$ cat config.mk
export PLATFORM = sky130hd
export DESIGN_NAME = cspl_panel_loader
export DESIGN_NICKNAME = d
export VERILOG_FILES = /design/src/include/cspl_pkg.sv /design/src/rtl/cspl_debounce.sv /design/src/rtl/cspl_panel_loader.sv
export SDC_FILE = /design/constraint.sdc
export NUM_CORES = 1
export LEC_CHECK = 0
export ABC_AREA = 1
export BUFFER_PORTS_ARGS = -buffer_cell sky130_fd_sc_hd__buf_2
export CAP_MARGIN = 20
export CORE_UTILIZATION = 35
export CTS_CLUSTER_DIAMETER = 100
export DETAILED_ROUTE_END_ITERATION = 10
export PLACE_DENSITY = 0.55
export SYNTH_ARGS = -nofsm -noshare
export SYNTH_HDL_FRONTEND = slang
export SYNTH_HIERARCHICAL = 1
export SYNTH_SLANG_ARGS = --single-unit
$ cat constraint.sdc
create_clock -name i_ref_clk -period 1.8 [get_ports i_ref_clk]
set_input_delay 0.18 -clock i_ref_clk [delete_from_list [all_inputs] [get_ports i_ref_clk]]
set_output_delay 0.18 -clock i_ref_clk [all_outputs]
set_load 0.02 [all_outputs]
$ cat src/include/cspl_pkg.sv
// Shared constants and types for the control store panel loader.
// Assumes a 100 MHz reference clock and an 8-bit wide control store port.
package cspl_pkg;

  localparam int ADDR_W  = 8;
  localparam int DATA_W  = 8;
  localparam int FIELD_W = 2;

  localparam logic [ADDR_W-1:0]  ADDR_RESET  = 8'h00;
  localparam logic [ADDR_W-1:0]  ADDR_STEP   = 8'h01;
  localparam logic [FIELD_W-1:0] FIELD_RESET = 2'h0;
  localparam logic [FIELD_W-1:0] FIELD_STEP  = 2'h1;
  localparam logic [FIELD_W-1:0] FIELD_LAST  = 2'h3;
  localparam logic [DATA_W-1:0]  DATA_RESET  = 8'h00;
  localparam logic [1:0]         HOST_SEL    = 2'h3;

  // Panel button positions in the button vector
  localparam int SW_RUN_HALT  = 0;
  localparam int SW_LOAD_ADDR = 1;
  localparam int SW_DEPOSIT   = 2;
  localparam int SW_DEP_NEXT  = 3;
  localparam int SW_EXAM_NEXT = 4;
  localparam int SW_STEP      = 5;
  localparam int SW_MRESET    = 6;
  localparam int SW_COUNT     = 7;

  // Timing
  localparam int CLK_MHZ         = 100;
  localparam int DEBOUNCE_US     = 5000;
  localparam int DEBOUNCE_CYCLES = DEBOUNCE_US * CLK_MHZ;
  localparam int MICROCYCLE_CYC  = 2;
  localparam int BUF_DEPTH       = 2;

  typedef enum logic [2:0] {
    ST_HALT = 3'b000,
    ST_RUN  = 3'b001,
    ST_STEP = 3'b010,
    ST_EXAM = 3'b011
  } cspl_state_type;

  typedef struct packed {
    logic [ADDR_W-1:0]  addr;
    logic [FIELD_W-1:0] field;
    logic [DATA_W-1:0]  wdata;
    logic               we;
  } cspl_cs_req_type;

endpackage

$ cat src/rtl/cspl_debounce.sv
// Synchroniser, debouncer and press detector for one panel button.
// Assumes a raw, bouncing, active high button level from a pin.
`timescale 1ns/1ps
`default_nettype none
module cspl_debounce #(
  parameter int CNT_MAX = 500000
) (
  input  wire logic i_ref_clk,
  input  wire logic i_rst_n,
  input  wire logic i_btn,
  output logic      o_press
);
  import cspl_pkg::*;

  localparam int CNT_W = $clog2(CNT_MAX + 1);
  localparam logic [CNT_W-1:0] CNT_LAST = CNT_W'(CNT_MAX - 1);

  logic             meta_reg;
  logic             sync_reg;
  logic             level_reg;
  logic             level_prev_reg;
  logic [CNT_W-1:0] cnt_reg;

  ////////////////////////////////////////////////////////////////////////////
  always_ff @(posedge i_ref_clk or negedge i_rst_n) begin
    if (!i_rst_n) begin
      meta_reg <= 1'b0;
      sync_reg <= 1'b0;
    end else begin
      meta_reg <= i_btn;
      sync_reg <= meta_reg;
    end
  end

  // Level is accepted only after it has held for the full window
  always_ff @(posedge i_ref_clk or negedge i_rst_n) begin
    if (!i_rst_n) begin
      cnt_reg   <= '0;
      level_reg <= 1'b0;
    end else if (sync_reg == level_reg) begin
      cnt_reg <= '0;
    end else if (cnt_reg == CNT_LAST) begin
      cnt_reg   <= '0;
      level_reg <= sync_reg;
    end else begin
      cnt_reg <= cnt_reg + CNT_W'(1);
    end
  end

  always_ff @(posedge i_ref_clk or negedge i_rst_n) begin
    if (!i_rst_n) begin
      level_prev_reg <= 1'b0;
    end else begin
      level_prev_reg <= level_reg;
    end
  end

  assign o_press = level_reg & ~level_prev_reg;
endmodule
`default_nettype wire

$ cat src/rtl/cspl_panel_loader.sv
// Panel and host load control for a writable microprogram control store.
// Assumes an asynchronous-read control RAM and a sequencer giving next address.
//
// Behaviour
// Run/halt pressed while running, or master reset, puts the device in halt.
// Load, deposit, deposit-next, examine-next and step act only while halted.
// Master reset clears the address and field selector and leaves run lamp off.
// Load-address copies the switch byte into the address, shown on the lamps.
// Deposit writes the switch byte to the selected field, address and field kept.
// Deposit-next advances the field by one, then writes the switch byte there.
// Deposit-next with field 11 wraps the field to 00 and bumps the address first.
// Examine-next advances one field and shows its stored byte without writing.
// Single step runs exactly the microinstruction at the address, then halts.
// Run/halt while halted starts running from the address and lights run lamp.
// A qualified host write acts as deposit-next with the host byte.
// Host writes count only when both high host address bits are one.
// The operator loads the start address and first field before host loading.
// A halt while running takes effect only after the current microinstruction.
// Each panel press gives exactly one request pulse of one cycle.
// Examine-next advances field and address exactly as deposit-next does.
//
// Design decisions made here: the address-and-strobe port and the placing of the registers.
`timescale 1ns/1ps
`default_nettype none
module cspl_panel_loader #(
  parameter int DEBOUNCE_CYCLES = cspl_pkg::DEBOUNCE_CYCLES,
  parameter int MICROCYCLE_CYC  = cspl_pkg::MICROCYCLE_CYC
) (
  input  wire logic                                   i_ref_clk,
  input  wire logic                                   i_rst_n,
  input  wire logic [cspl_pkg::SW_COUNT-1:0]          i_panel_buttons,
  input  wire logic [cspl_pkg::DATA_W-1:0]            i_sw_data,
  input  wire logic                                   i_host_mem_write_strobe_n,
  input  wire logic [1:0]                             i_host_addr_hi,
  input  wire logic [cspl_pkg::DATA_W-1:0]            i_host_data,
  output logic                                        o_host_ready,
  input  wire logic [cspl_pkg::DATA_W-1:0]            i_cs_rdata,
  output cspl_pkg::cspl_cs_req_type                   o_cs_req,
  input  wire logic [cspl_pkg::ADDR_W-1:0]            i_seq_next_addr,
  output logic                                        o_uinst_exec,
  output logic [cspl_pkg::ADDR_W-1:0]                 o_addr_lamps,
  output logic [cspl_pkg::DATA_W-1:0]                 o_data_lamps,
  output logic                                        o_field_sel_hi,
  output logic                                        o_field_sel_lo,
  output logic                                        o_run_lamp
);
  import cspl_pkg::*;

  localparam int UC_W = $clog2(MICROCYCLE_CYC + 1);
  localparam logic [UC_W-1:0] UC_LAST = UC_W'(MICROCYCLE_CYC - 1);

  function automatic logic [ADDR_W+FIELD_W-1:0] fn_advance(
    input logic [ADDR_W-1:0]  a,
    input logic [FIELD_W-1:0] f
  );
    fn_advance = (f == FIELD_LAST) ? {a + ADDR_STEP, FIELD_RESET}
                                   : {a, f + FIELD_STEP};
  endfunction

  cspl_state_type      state_reg;
  logic [SW_COUNT-1:0] press;
  logic [DATA_W-1:0]   sw_meta_reg;
  logic [DATA_W-1:0]   sw_reg;
  logic                strobe_meta_reg;
  logic                strobe_sync_reg;
  logic                strobe_prev_reg;
  logic [1:0]          hi_meta_reg;
  logic [1:0]          hi_reg;
  logic [DATA_W-1:0]   hdata_meta_reg;
  logic [DATA_W-1:0]   hdata_reg;
  logic                host_fall;
  logic                host_push;
  logic [DATA_W-1:0]   buf_mem [BUF_DEPTH];
  logic                buf_wr_idx_reg;
  logic                buf_rd_idx_reg;
  logic [1:0]          buf_cnt_reg;
  logic                buf_valid;
  logic [DATA_W-1:0]   buf_head;
  logic [ADDR_W-1:0]   addr_reg;
  logic [FIELD_W-1:0]  field_reg;
  logic [DATA_W-1:0]   wdata_reg;
  logic                we_reg;
  logic [DATA_W-1:0]   data_lamps_reg;
  logic [UC_W-1:0]     uc_cnt_reg;
  logic                halt_pend_reg;
  logic                halted;
  logic                mreset;
  logic                uc_end;
  logic                do_load;
  logic                do_dep;
  logic                do_depn;
  logic                do_exam;
  logic                do_step;
  logic                do_run;
  logic                do_host;

  ////////////////////////////////////////////////////////////////////////////
  // Panel buttons
  for (genvar i = 0; i < SW_COUNT; i++) begin : g_btn
    cspl_debounce #(
      .CNT_MAX (DEBOUNCE_CYCLES)
    ) u_deb (
      .i_ref_clk (i_ref_clk),
      .i_rst_n   (i_rst_n),
      .i_btn     (i_panel_buttons[i]),
      .o_press   (press[i])
    );
  end

  // Switches and host pins come from outside this clock domain
  always_ff @(posedge i_ref_clk or negedge i_rst_n) begin
    if (!i_rst_n) begin
      sw_meta_reg     <= DATA_RESET;
      sw_reg          <= DATA_RESET;
      strobe_meta_reg <= 1'b1;
      strobe_sync_reg <= 1'b1;
      strobe_prev_reg <= 1'b1;
      hi_meta_reg     <= 2'h0;
      hi_reg          <= 2'h0;
      hdata_meta_reg  <= DATA_RESET;
      hdata_reg       <= DATA_RESET;
    end else begin
      sw_meta_reg     <= i_sw_data;
      sw_reg          <= sw_meta_reg;
      strobe_meta_reg <= i_host_mem_write_strobe_n;
      strobe_sync_reg <= strobe_meta_reg;
      strobe_prev_reg <= strobe_sync_reg;
      hi_meta_reg     <= i_host_addr_hi;
      hi_reg          <= hi_meta_reg;
      hdata_meta_reg  <= i_host_data;
      hdata_reg       <= hdata_meta_reg;
    end
  end

  // Address and data lag the strobe by the same two stages, so they line up
  assign host_fall = strobe_prev_reg & ~strobe_sync_reg;
  assign host_push = host_fall && (hi_reg == HOST_SEL) && o_host_ready;

  ////////////////////////////////////////////////////////////////////////////
  // Two-entry host buffer; only drained while halted, so a running
  // machine pushes back on the host through o_host_ready
  assign o_host_ready = (buf_cnt_reg != 2'(BUF_DEPTH));
  assign buf_valid    = (buf_cnt_reg != 2'h0);
  assign buf_head     = buf_mem[buf_rd_idx_reg];

  always_ff @(posedge i_ref_clk or negedge i_rst_n) begin
    if (!i_rst_n) begin
      buf_mem[0] <= DATA_RESET;
      buf_mem[1] <= DATA_RESET;
    end else if (host_push) begin
      buf_mem[buf_wr_idx_reg] <= hdata_reg;
    end
  end

  always_ff @(posedge i_ref_clk or negedge i_rst_n) begin
    if (!i_rst_n) begin
      buf_wr_idx_reg <= 1'b0;
      buf_rd_idx_reg <= 1'b0;
      buf_cnt_reg    <= 2'h0;
    end else begin
      if (host_push) begin
        buf_wr_idx_reg <= ~buf_wr_idx_reg;
      end
      if (do_host) begin
        buf_rd_idx_reg <= ~buf_rd_idx_reg;
      end
      if (host_push && !do_host) begin
        buf_cnt_reg <= buf_cnt_reg + 2'h1;
      end else if (!host_push && do_host) begin
        buf_cnt_reg <= buf_cnt_reg - 2'h1;
      end
    end
  end

  ////////////////////////////////////////////////////////////////////////////
  // Request decode, one operation per cycle; panel wins over the host
  assign mreset  = press[SW_MRESET];
  assign halted  = (state_reg == ST_HALT) && !mreset;
  assign do_load = halted && press[SW_LOAD_ADDR];
  assign do_dep  = halted && !do_load && press[SW_DEPOSIT];
  assign do_depn = halted && !do_load && !do_dep && press[SW_DEP_NEXT];
  assign do_exam = halted && !do_load && !do_dep && !do_depn && press[SW_EXAM_NEXT];
  assign do_step = halted && !(do_load | do_dep | do_depn | do_exam) && press[SW_STEP];
  assign do_run  = halted && !(do_load | do_dep | do_depn | do_exam | do_step)
                   && press[SW_RUN_HALT];
  assign do_host = halted && buf_valid && !(press[SW_LOAD_ADDR] | press[SW_DEPOSIT] |
                   press[SW_DEP_NEXT] | press[SW_EXAM_NEXT] | press[SW_STEP] |
                   press[SW_RUN_HALT]);

  assign uc_end = ((state_reg == ST_RUN) || (state_reg == ST_STEP)) && (uc_cnt_reg == UC_LAST);

  ////////////////////////////////////////////////////////////////////////////
  // Sequencing
  always_ff @(posedge i_ref_clk or negedge i_rst_n) begin
    if (!i_rst_n) begin
      state_reg <= ST_HALT;
    end else if (mreset) begin
      state_reg <= ST_HALT;
    end else begin
      case (state_reg)
        ST_HALT: begin
          if (do_run) begin
            state_reg <= ST_RUN;
          end else if (do_step) begin
            state_reg <= ST_STEP;
          end else if (do_exam) begin
            state_reg <= ST_EXAM;
          end
        end
        ST_RUN: begin
          if (uc_end && (halt_pend_reg || press[SW_RUN_HALT])) begin
            state_reg <= ST_HALT;
          end
        end
        ST_STEP: begin
          if (uc_end) begin
            state_reg <= ST_HALT;
          end
        end
        ST_EXAM: state_reg <= ST_HALT;
        default: state_reg <= ST_HALT;
      endcase
    end
  end

  // A halt press mid-microcycle is held until the microcycle ends
  always_ff @(posedge i_ref_clk or negedge i_rst_n) begin
    if (!i_rst_n) begin
      halt_pend_reg <= 1'b0;
    end else if (state_reg != ST_RUN || mreset || uc_end) begin
      halt_pend_reg <= 1'b0;
    end else if (press[SW_RUN_HALT]) begin
      halt_pend_reg <= 1'b1;
    end
  end

  always_ff @(posedge i_ref_clk or negedge i_rst_n) begin
    if (!i_rst_n) begin
      uc_cnt_reg <= '0;
    end else if (uc_end || !((state_reg == ST_RUN) || (state_reg == ST_STEP))) begin
      uc_cnt_reg <= '0;
    end else begin
      uc_cnt_reg <= uc_cnt_reg + UC_W'(1);
    end
  end

  assign o_uinst_exec = uc_end;

  ////////////////////////////////////////////////////////////////////////////
  // Address and field selector
  always_ff @(posedge i_ref_clk or negedge i_rst_n) begin
    if (!i_rst_n) begin
      addr_reg  <= ADDR_RESET;
      field_reg <= FIELD_RESET;
    end else if (mreset) begin
      addr_reg  <= ADDR_RESET;
      field_reg <= FIELD_RESET;
    end else if (do_load) begin
      addr_reg <= sw_reg;
    end else if (do_depn || do_exam || do_host) begin
      {addr_reg, field_reg} <= fn_advance(addr_reg, field_reg);
    end else if (uc_end) begin
      addr_reg <= i_seq_next_addr;
    end
  end

  // Store write goes out the cycle after the request, at the place then selected (advanced for deposit-next and host)
  always_ff @(posedge i_ref_clk or negedge i_rst_n) begin
    if (!i_rst_n) begin
      we_reg    <= 1'b0;
      wdata_reg <= DATA_RESET;
    end else begin
      we_reg <= do_dep || do_depn || do_host;
      if (do_dep || do_depn) begin
        wdata_reg <= sw_reg;
      end else if (do_host) begin
        wdata_reg <= buf_head;
      end
    end
  end

  always_ff @(posedge i_ref_clk or negedge i_rst_n) begin
    if (!i_rst_n) begin
      data_lamps_reg <= DATA_RESET;
    end else if (do_dep || do_depn) begin
      data_lamps_reg <= sw_reg;
    end else if (do_host) begin
      data_lamps_reg <= buf_head;
    end else if (state_reg == ST_EXAM) begin
      data_lamps_reg <= i_cs_rdata;
    end
  end

  assign o_cs_req       = '{addr: addr_reg, field: field_reg, wdata: wdata_reg, we: we_reg};
  assign o_addr_lamps   = addr_reg;
  assign o_data_lamps   = data_lamps_reg;
  assign o_field_sel_hi = field_reg[1];
  assign o_field_sel_lo = field_reg[0];
  assign o_run_lamp     = (state_reg == ST_RUN);
endmodule
`default_nettype wire

Word level (Yosys, flattened, before mapping)
Index checks and enable logic that the tools add are counted.

Reductions and logical operators: 58. Multiplexer cells: 45. Order comparisons: 3. Equality and inequality tests: 27. Bitwise operators: 36. Add/subtract/negate cells: 12.

Operators with widths (number): 19-bit 2-to-1 mux (14); 19-bit by 1-bit adder with 19-bit output (second input constant) (7); 19-bit equality test (second input constant) (7); 8-bit 2-to-1 mux (13); 1-bit logical AND (21); 3-bit 2-to-1 mux (6); 2-bit AND reduction (9); 1-bit inverter (17); 16-bit bitwise mux (1); 2-bit 2-to-1 mux (6); 1-bit zero test (10); 10-bit 2-to-1 mux (1); 2-bit nonzero test (5); 1-bit logical OR (9); 1-bit bitwise OR (9); 3-bit case mux with 3 select lines (1); 8-bit by 1-bit adder with 8-bit output (second input constant) (1); 1-bit AND (8); 8-bit demux with 1-bit select (1); 1-bit equality test (7); 2-bit by 1-bit adder with 2-bit output (second input constant) (3); 3-bit by 2-bit equality test with 1-bit output (second input constant) (2); 3-bit by 1-bit != test with 1-bit output (second input constant) (2); 5-bit != test (second input constant) (1); other kinds (15) (20).

Logic and storage cells: 238. Bits in registers: 253. Output and inout port bits: 40. Bits of input ports: 44.

Longest topological paths before layout
Word-level depth: 25. Mapped depth: 14.

Hierarchy
The synthesis kept the hierarchy.

Modules (own cells, without submodules): cspl_debounce at g_btn[0].u_deb ... (cells each 150, sequential area each 575.6 µm², times used 6, area an instance 1216.2 µm²); cspl_panel_loader (cells each 431, sequential area each 2280.9 µm², times used 1, area an instance 3995.1 µm²); cspl_debounce at g_btn[3].u_deb (cells each 149, sequential area each 575.6 µm², times used 1, area an instance 1246.2 µm²).

Worst setup path before layout
No wires, ideal clock.

Path type: reg2reg. Start: register state_reg[0]. End: register buf_cnt_reg[1]. Period minus slack after synthesis: 1.956 ns. Cell stages (with the launch flop): 11. Arrival: 1.832 ns. Library setup time: 0.124 ns. Required time: 1.676 ns. Slack: -0.156 ns. Path through: dfrtp_1 -> inv_1 -> ha_1 -> nand2_4 -> nor2_4 -> nand3_4 -> buf_2 -> ha_1 -> a21oi_1 -> o21ai_0 -> xnor2_1.

Longest elaborated chain between the ends: 7. Elaborated cells on any way between the ends: 9. Those cells by class: mux (1); reduce/logical (8).

Ends and longest elaborated chain: from (decl) (RTL line cspl_panel_loader.sv:60) `cspl_state_type state_reg;`; from (signal assigned) (RTL line cspl_panel_loader.sv:196) `state_reg <= ST_HALT;`; from (signal assigned) (RTL line cspl_panel_loader.sv:198) `state_reg <= ST_HALT;`; from (signal assigned) (RTL line cspl_panel_loader.sv:203) `state_reg <= ST_RUN;`; 3-bit zero test (*) (RTL line cspl_panel_loader.sv:178) `assign halted = (state_reg == ST_HALT) && !mreset;`; 1-bit logical AND (*) (RTL line cspl_panel_loader.sv:178); 1-bit logical AND (*) (2 in a row) (RTL line cspl_panel_loader.sv:186) `assign do_host = halted && buf_valid && !(press[SW_LOAD_ADDR] | press[SW_DEPOSIT] |`; 1-bit zero test (RTL line cspl_panel_loader.sv:167) `if (host_push && !do_host) begin`; 1-bit logical AND (RTL line cspl_panel_loader.sv:167); 2-bit 2-to-1 mux / 2-bit nonzero test (equally long branches); to (signal assigned) (RTL line cspl_panel_loader.sv:168) `buf_cnt_reg <= buf_cnt_reg + 2'h1;`; to (signal assigned) (RTL line cspl_panel_loader.sv:170) `buf_cnt_reg <= buf_cnt_reg - 2'h1;`; to (decl) (RTL line cspl_panel_loader.sv:76) `logic [1:0] buf_cnt_reg;`.

Every way passes the cells marked *; elsewhere a longest branch is shown, timed or not. A chain may end at the register's enable or synchronous reset.

Worst setup path after layout
Start: register state_reg[0]. End: register addr_reg[6] (netlist: o_addr_lamps[6]).

Longest elaborated chain between the ends: 17. Elaborated cells on any way between the ends: 26. Those cells by class: eq/ne (3); mux (3); reduce/logical (20).

Ends and longest elaborated chain: 3-bit zero test (RTL line cspl_panel_loader.sv:178); 1-bit logical AND (RTL line cspl_panel_loader.sv:178); 1-bit logical AND (RTL line cspl_panel_loader.sv:179) `assign do_load = halted && press[SW_LOAD_ADDR];`; 1-bit zero test (RTL line cspl_panel_loader.sv:180, cspl_panel_loader.sv:181, cspl_panel_loader.sv:182); 1-bit logical AND (RTL line cspl_panel_loader.sv:180, cspl_panel_loader.sv:181, cspl_panel_loader.sv:182); 1-bit logical AND (RTL line cspl_panel_loader.sv:180) `assign do_dep = halted && !do_load && press[SW_DEPOSIT];`; 1-bit zero test (RTL line cspl_panel_loader.sv:181, cspl_panel_loader.sv:182); 1-bit logical AND (RTL line cspl_panel_loader.sv:181, cspl_panel_loader.sv:182); 1-bit logical AND (RTL line cspl_panel_loader.sv:181) `assign do_depn = halted && !do_load && !do_dep && press[SW_DEP_NEXT];`; 1-bit zero test (RTL line cspl_panel_loader.sv:182) `assign do_exam = halted && !do_load && !do_dep && !do_depn && press[SW_EXAM_NEXT];`; 1-bit logical AND (2 in a row) (RTL line cspl_panel_loader.sv:182); 1-bit logical OR (2 in a row) (RTL line cspl_panel_loader.sv:260) `end else if (do_depn || do_exam || do_host) begin`; 8-bit 2-to-1 mux (RTL line cspl_panel_loader.sv:260); 8-bit 2-to-1 mux (RTL line cspl_panel_loader.sv:258) `end else if (do_load) begin`; 8-bit 2-to-1 mux (RTL line cspl_panel_loader.sv:255) `end else if (mreset) begin`; to (signal assigned) (RTL line cspl_panel_loader.sv:259) `addr_reg <= sw_reg;`; to (signal assigned) (RTL line cspl_panel_loader.sv:261) `{addr_reg, field_reg} <= fn_advance(addr_reg, field_reg);`; to (signal assigned) (RTL line cspl_panel_loader.sv:263) `addr_reg <= i_seq_next_addr;`; to (decl) (RTL line cspl_panel_loader.sv:79) `logic [ADDR_W-1:0] addr_reg;`.

Several ways; a longest one is shown, not always the timed one.

==> run_results.csv <==
group,metric,value,unit
outcome,status,"complete, no violations",
flow_run,drv_cap,0,
grt,grt_pass1_wl,46.4,mm
floorplanning,core-area,34900,µm²
power,report.power.total,16.2,mW
routing,routedWlPerCell,12.7,µm
setup_path,crit_chain,"inv_2, ha_4, nand2_4, nor2_4, nand3_4, nand2_4, nand2_4, nand2_4, buf_4, nor2_1, nand3_1, nand2_1",
logic_synthesis,syn_nets,1539,
logic_synthesis,yosys-top-cells-area,"dfrtp_1, nor2_1, nand2_1",
power,power.leakage,6.96,nW
power,ir_worst_vdd,986,µV
setup_path,reg2reg_slack,50,ps
setup_path,start_kind,"flip-flop",
floorplanning,die_y,191,µm
routing,num_vias,9676,
logic_synthesis,synth_seq_cells,252,
floorplanning,fp.dieArea,36600,µm²
floorplanning,num_rows,68,
clock_network,cts_buffers,29,
timing,post-route-period-util,97.3,%
placement,numPortBuffers,83,
floorplanning,die_w,191,µm
clock_network,cts_tree,"yes",
setup_path,cp_slowest_cell,"dfrtp_1",
logic_synthesis,synth_area_per_cell,8.47,µm²
finish,multi_input_area,5440,µm²
routing,firstDrtPassIters,4,
timing,rsz0062_at_grt,"yes",
timing,fmax,571,MHz
timing,layout_setup_ws,48.6,ps
placement,gp_congestion,0.882,
finish,final_cell_mix,"nor2_1, nand2_1, dfrtp_1",
logic_synthesis,yosysWarnings,6,
timing,slew_violations,0,
floorplanning,start_util,35.9,%
setup_path,path_max_fanout,7,
setup_path,rr_worst_depth,12,
clock_network,clock_latency,550,ps
setup_path,crit_type,"flip-flop to flip-flop",
finish,area_growth,21.2,%
grt,grt.overflow.total,0,
clock_network,cts.path.max_buffers,3,
clock_network,cts-htree-levels,1,
logic_synthesis,synth_top_area_share,49.7,%
finish,final_common_cell,"nor2_1",
routing,drt-initial-drc-count,364,
timing,hold_violations,0,
grt,grt_max_degree,61,
logic_synthesis,yosysUniqueCellTypes,37,
finish,drive_gt1_share,20.2,%
setup_path,rr_startpoint,"state_reg[0]",
finish,num-nets-final,1712,
grt,grtUsageTotal,15.4,%
timing,setup_viol_count_final,0,
setup_path,crit_top_cell,"nand2_4",
routing,routed_wl,27.0,mm
routing,drtAntennaViolNets,0,
logic_synthesis,seq_area_frac_synth,50.3,%
clock_network,clk_pin_slew,60,ps
finish,seq_area,6310,µm²
setup_path,reg2reg_to,"o_addr_lamps[6]",
clock_network,clock_sink_count,252,
finish,fillers,3454,
grt,antenna_found_initial,0,
setup_path,cp_num_buf_inv,2,
placement,dp_hpwl,19.4,mm
routing,drcViolationCount,0,
setup_path,startpoint,"state_reg[0]",
floorplanning,io_pins,84,
finish,largest_register_ffs,133,
timing,period_needed,1750,ps
setup_path,worstPathRequired,2230,ps
logic_synthesis,synthCells,1480,
hold_path,hold_class,"input port to flip-flop",
placement,post-place-ws,39.2,ps
timing,worst_slew_pin_slew,404,ps
hold_path,hold_depth,5,
hold_path,min_from,"i_cs_rdata[0]",
logic_synthesis,synth_area,12500,µm²
grt,first_global_vias,9549,
timing,clock_skew,19.8,ps
clock_network,root_buffer,"clkbuf_16",
setup_path,max_stage_delay,390,ps
power,powerDensity,1070,nW/µm²
setup_path,end_kind,"flip-flop",
timing,maxSlewHeadroom,73.1,%
finish,diodes,0,
setup_path,cp.arrival,2180,ps
routing,viasPerCell,4.54,
setup_path,cpLargestDelayFamily,"simple AND/OR/NAND/NOR gates",
hold_path,holdPathEnd,"o_data_lamps[0]",
logic_synthesis,yosys.area.top_type,"dfrtp_1",
==> cell families (layout without fill, tap and decap cells) <==
group | Yosys count | after routing | synth area share [%]
and+or+nand+nor | 813 | 813 | 30.6
adders and majority gates | 15 | 15 | 1.50
AOI/OAI and AO/OA | 114 | 114 | 4.75
muxes | 8 | 8 | 0.719
DFF | 252 | 252 | 50.3
buffers and inverters | 210 | 405 | 6.92
xor gates and xnor gates | 68 | 68 | 5.17
==> cell type report <==
type | count | share of cell area (%)
Sequential cell | 252 | 41.5
Clock buffer | 43 | 5.65
Multi-Input combinational cell | 1018 | 35.8
Clock inverter | 10 | 0.766
Timing Repair inverter | 1 | 0.0412
Tap cell | 455 | 3.75
Inverter | 190 | 4.74
Timing Repair Buffer | 161 | 7.76
==> how the worst max path moves through the flow <==
stage | endpoint | cells after the start
CTS | o_run_lamp | 4
finish | o_addr_lamps[6] | 12
global route | o_addr_lamps[2] | 11
floorplan | buf_cnt_reg[1] | 10
detailed placement | buf_cnt_reg[1] | 9
global placement | o_data_lamps[0] | 12
==> stage by stage <==
stage	hold slack [ps]	setup TNS [ps]	instances	cell area [µm²]	util, %
6_report	26.8	0	2130	15200	43.6
3_3_place_gp	89.5	0	2030	13700	39.2
2_1_floorplan	-116	0	1480	12600	-
5_1_grt	86.0	-374	2130	15200	43.6
4_1_cts	7.36	0	2122	15100	43.2
3_5_place_dp	96.2	0	2030	13700	39.2
==> power by group <==
| part | leakage [nW] | internal, mW | switching, mW | total, mW |
|---|---|---|---|---|
| clock | 0.481 | 3.58 | 2.33 | 5.91 |
| sequential | 3.31 | 6.27 | 0.395 | 6.67 |
| combinational | 3.17 | 1.39 | 2.24 | 3.63 |
| total | 6.96 | 11.2 | 4.96 | 16.2 |
==> layer usage <==
layer | vias to the layer above | global-route usage [%] | routed length, µm
met5 | - | 0 | 0
met4 | 0 | 3.82 | 447
met3 | 33 | 1.93 | 977
met2 | 146 | 25.4 | 12400
met1 | 4538 | 21.4 | 13300
li1 | 4959 | - | -
==> synth_stat cells, drive strengths merged <==
| cell | n |
|---|---|
| a21oi | 36 |
| buf | 19 |
| clkbuf | 1 |
| clkinv | 1 |
| dfrtp | 249 |
| dfstp | 3 |
| ha | 15 |
| inv | 189 |
| mux2 | 8 |
| nand2 | 305 |
| nand3 | 119 |
| nand4 | 15 |
| nor2 | 338 |
| nor3 | 16 |
| nor3b | 17 |
| nor4 | 1 |
| o211ai | 1 |
| o21a | 7 |
| o21ai | 69 |
| o22ai | 1 |
| or2 | 2 |
| xnor2 | 18 |
| xor2 | 50 |
==> worst register-to-register path: stages (launching register included) <==
cell and delay (ps):
dfrtp_1 390, inv_2 80, ha_4 130, nand2_4 80
nor2_4 130, nand3_4 180, nand2_4 170, nand2_4 70
nand2_4 110, buf_4 120, nor2_1 40, nand3_1 80
nand2_1 50
==> what timing repair did <==
item / in CTS / in global routing
endpoints found under the hold margin: 289 / 0
buffers inserted: 1 / 7
gates resized for setup: 8 / 23
pin swaps: 0 / 7
hold buffers: 39 / 0
setup endpoints to repair: 1 / 26
gates cloned: 0 / 1
Power figures use the tool's default switching activity.
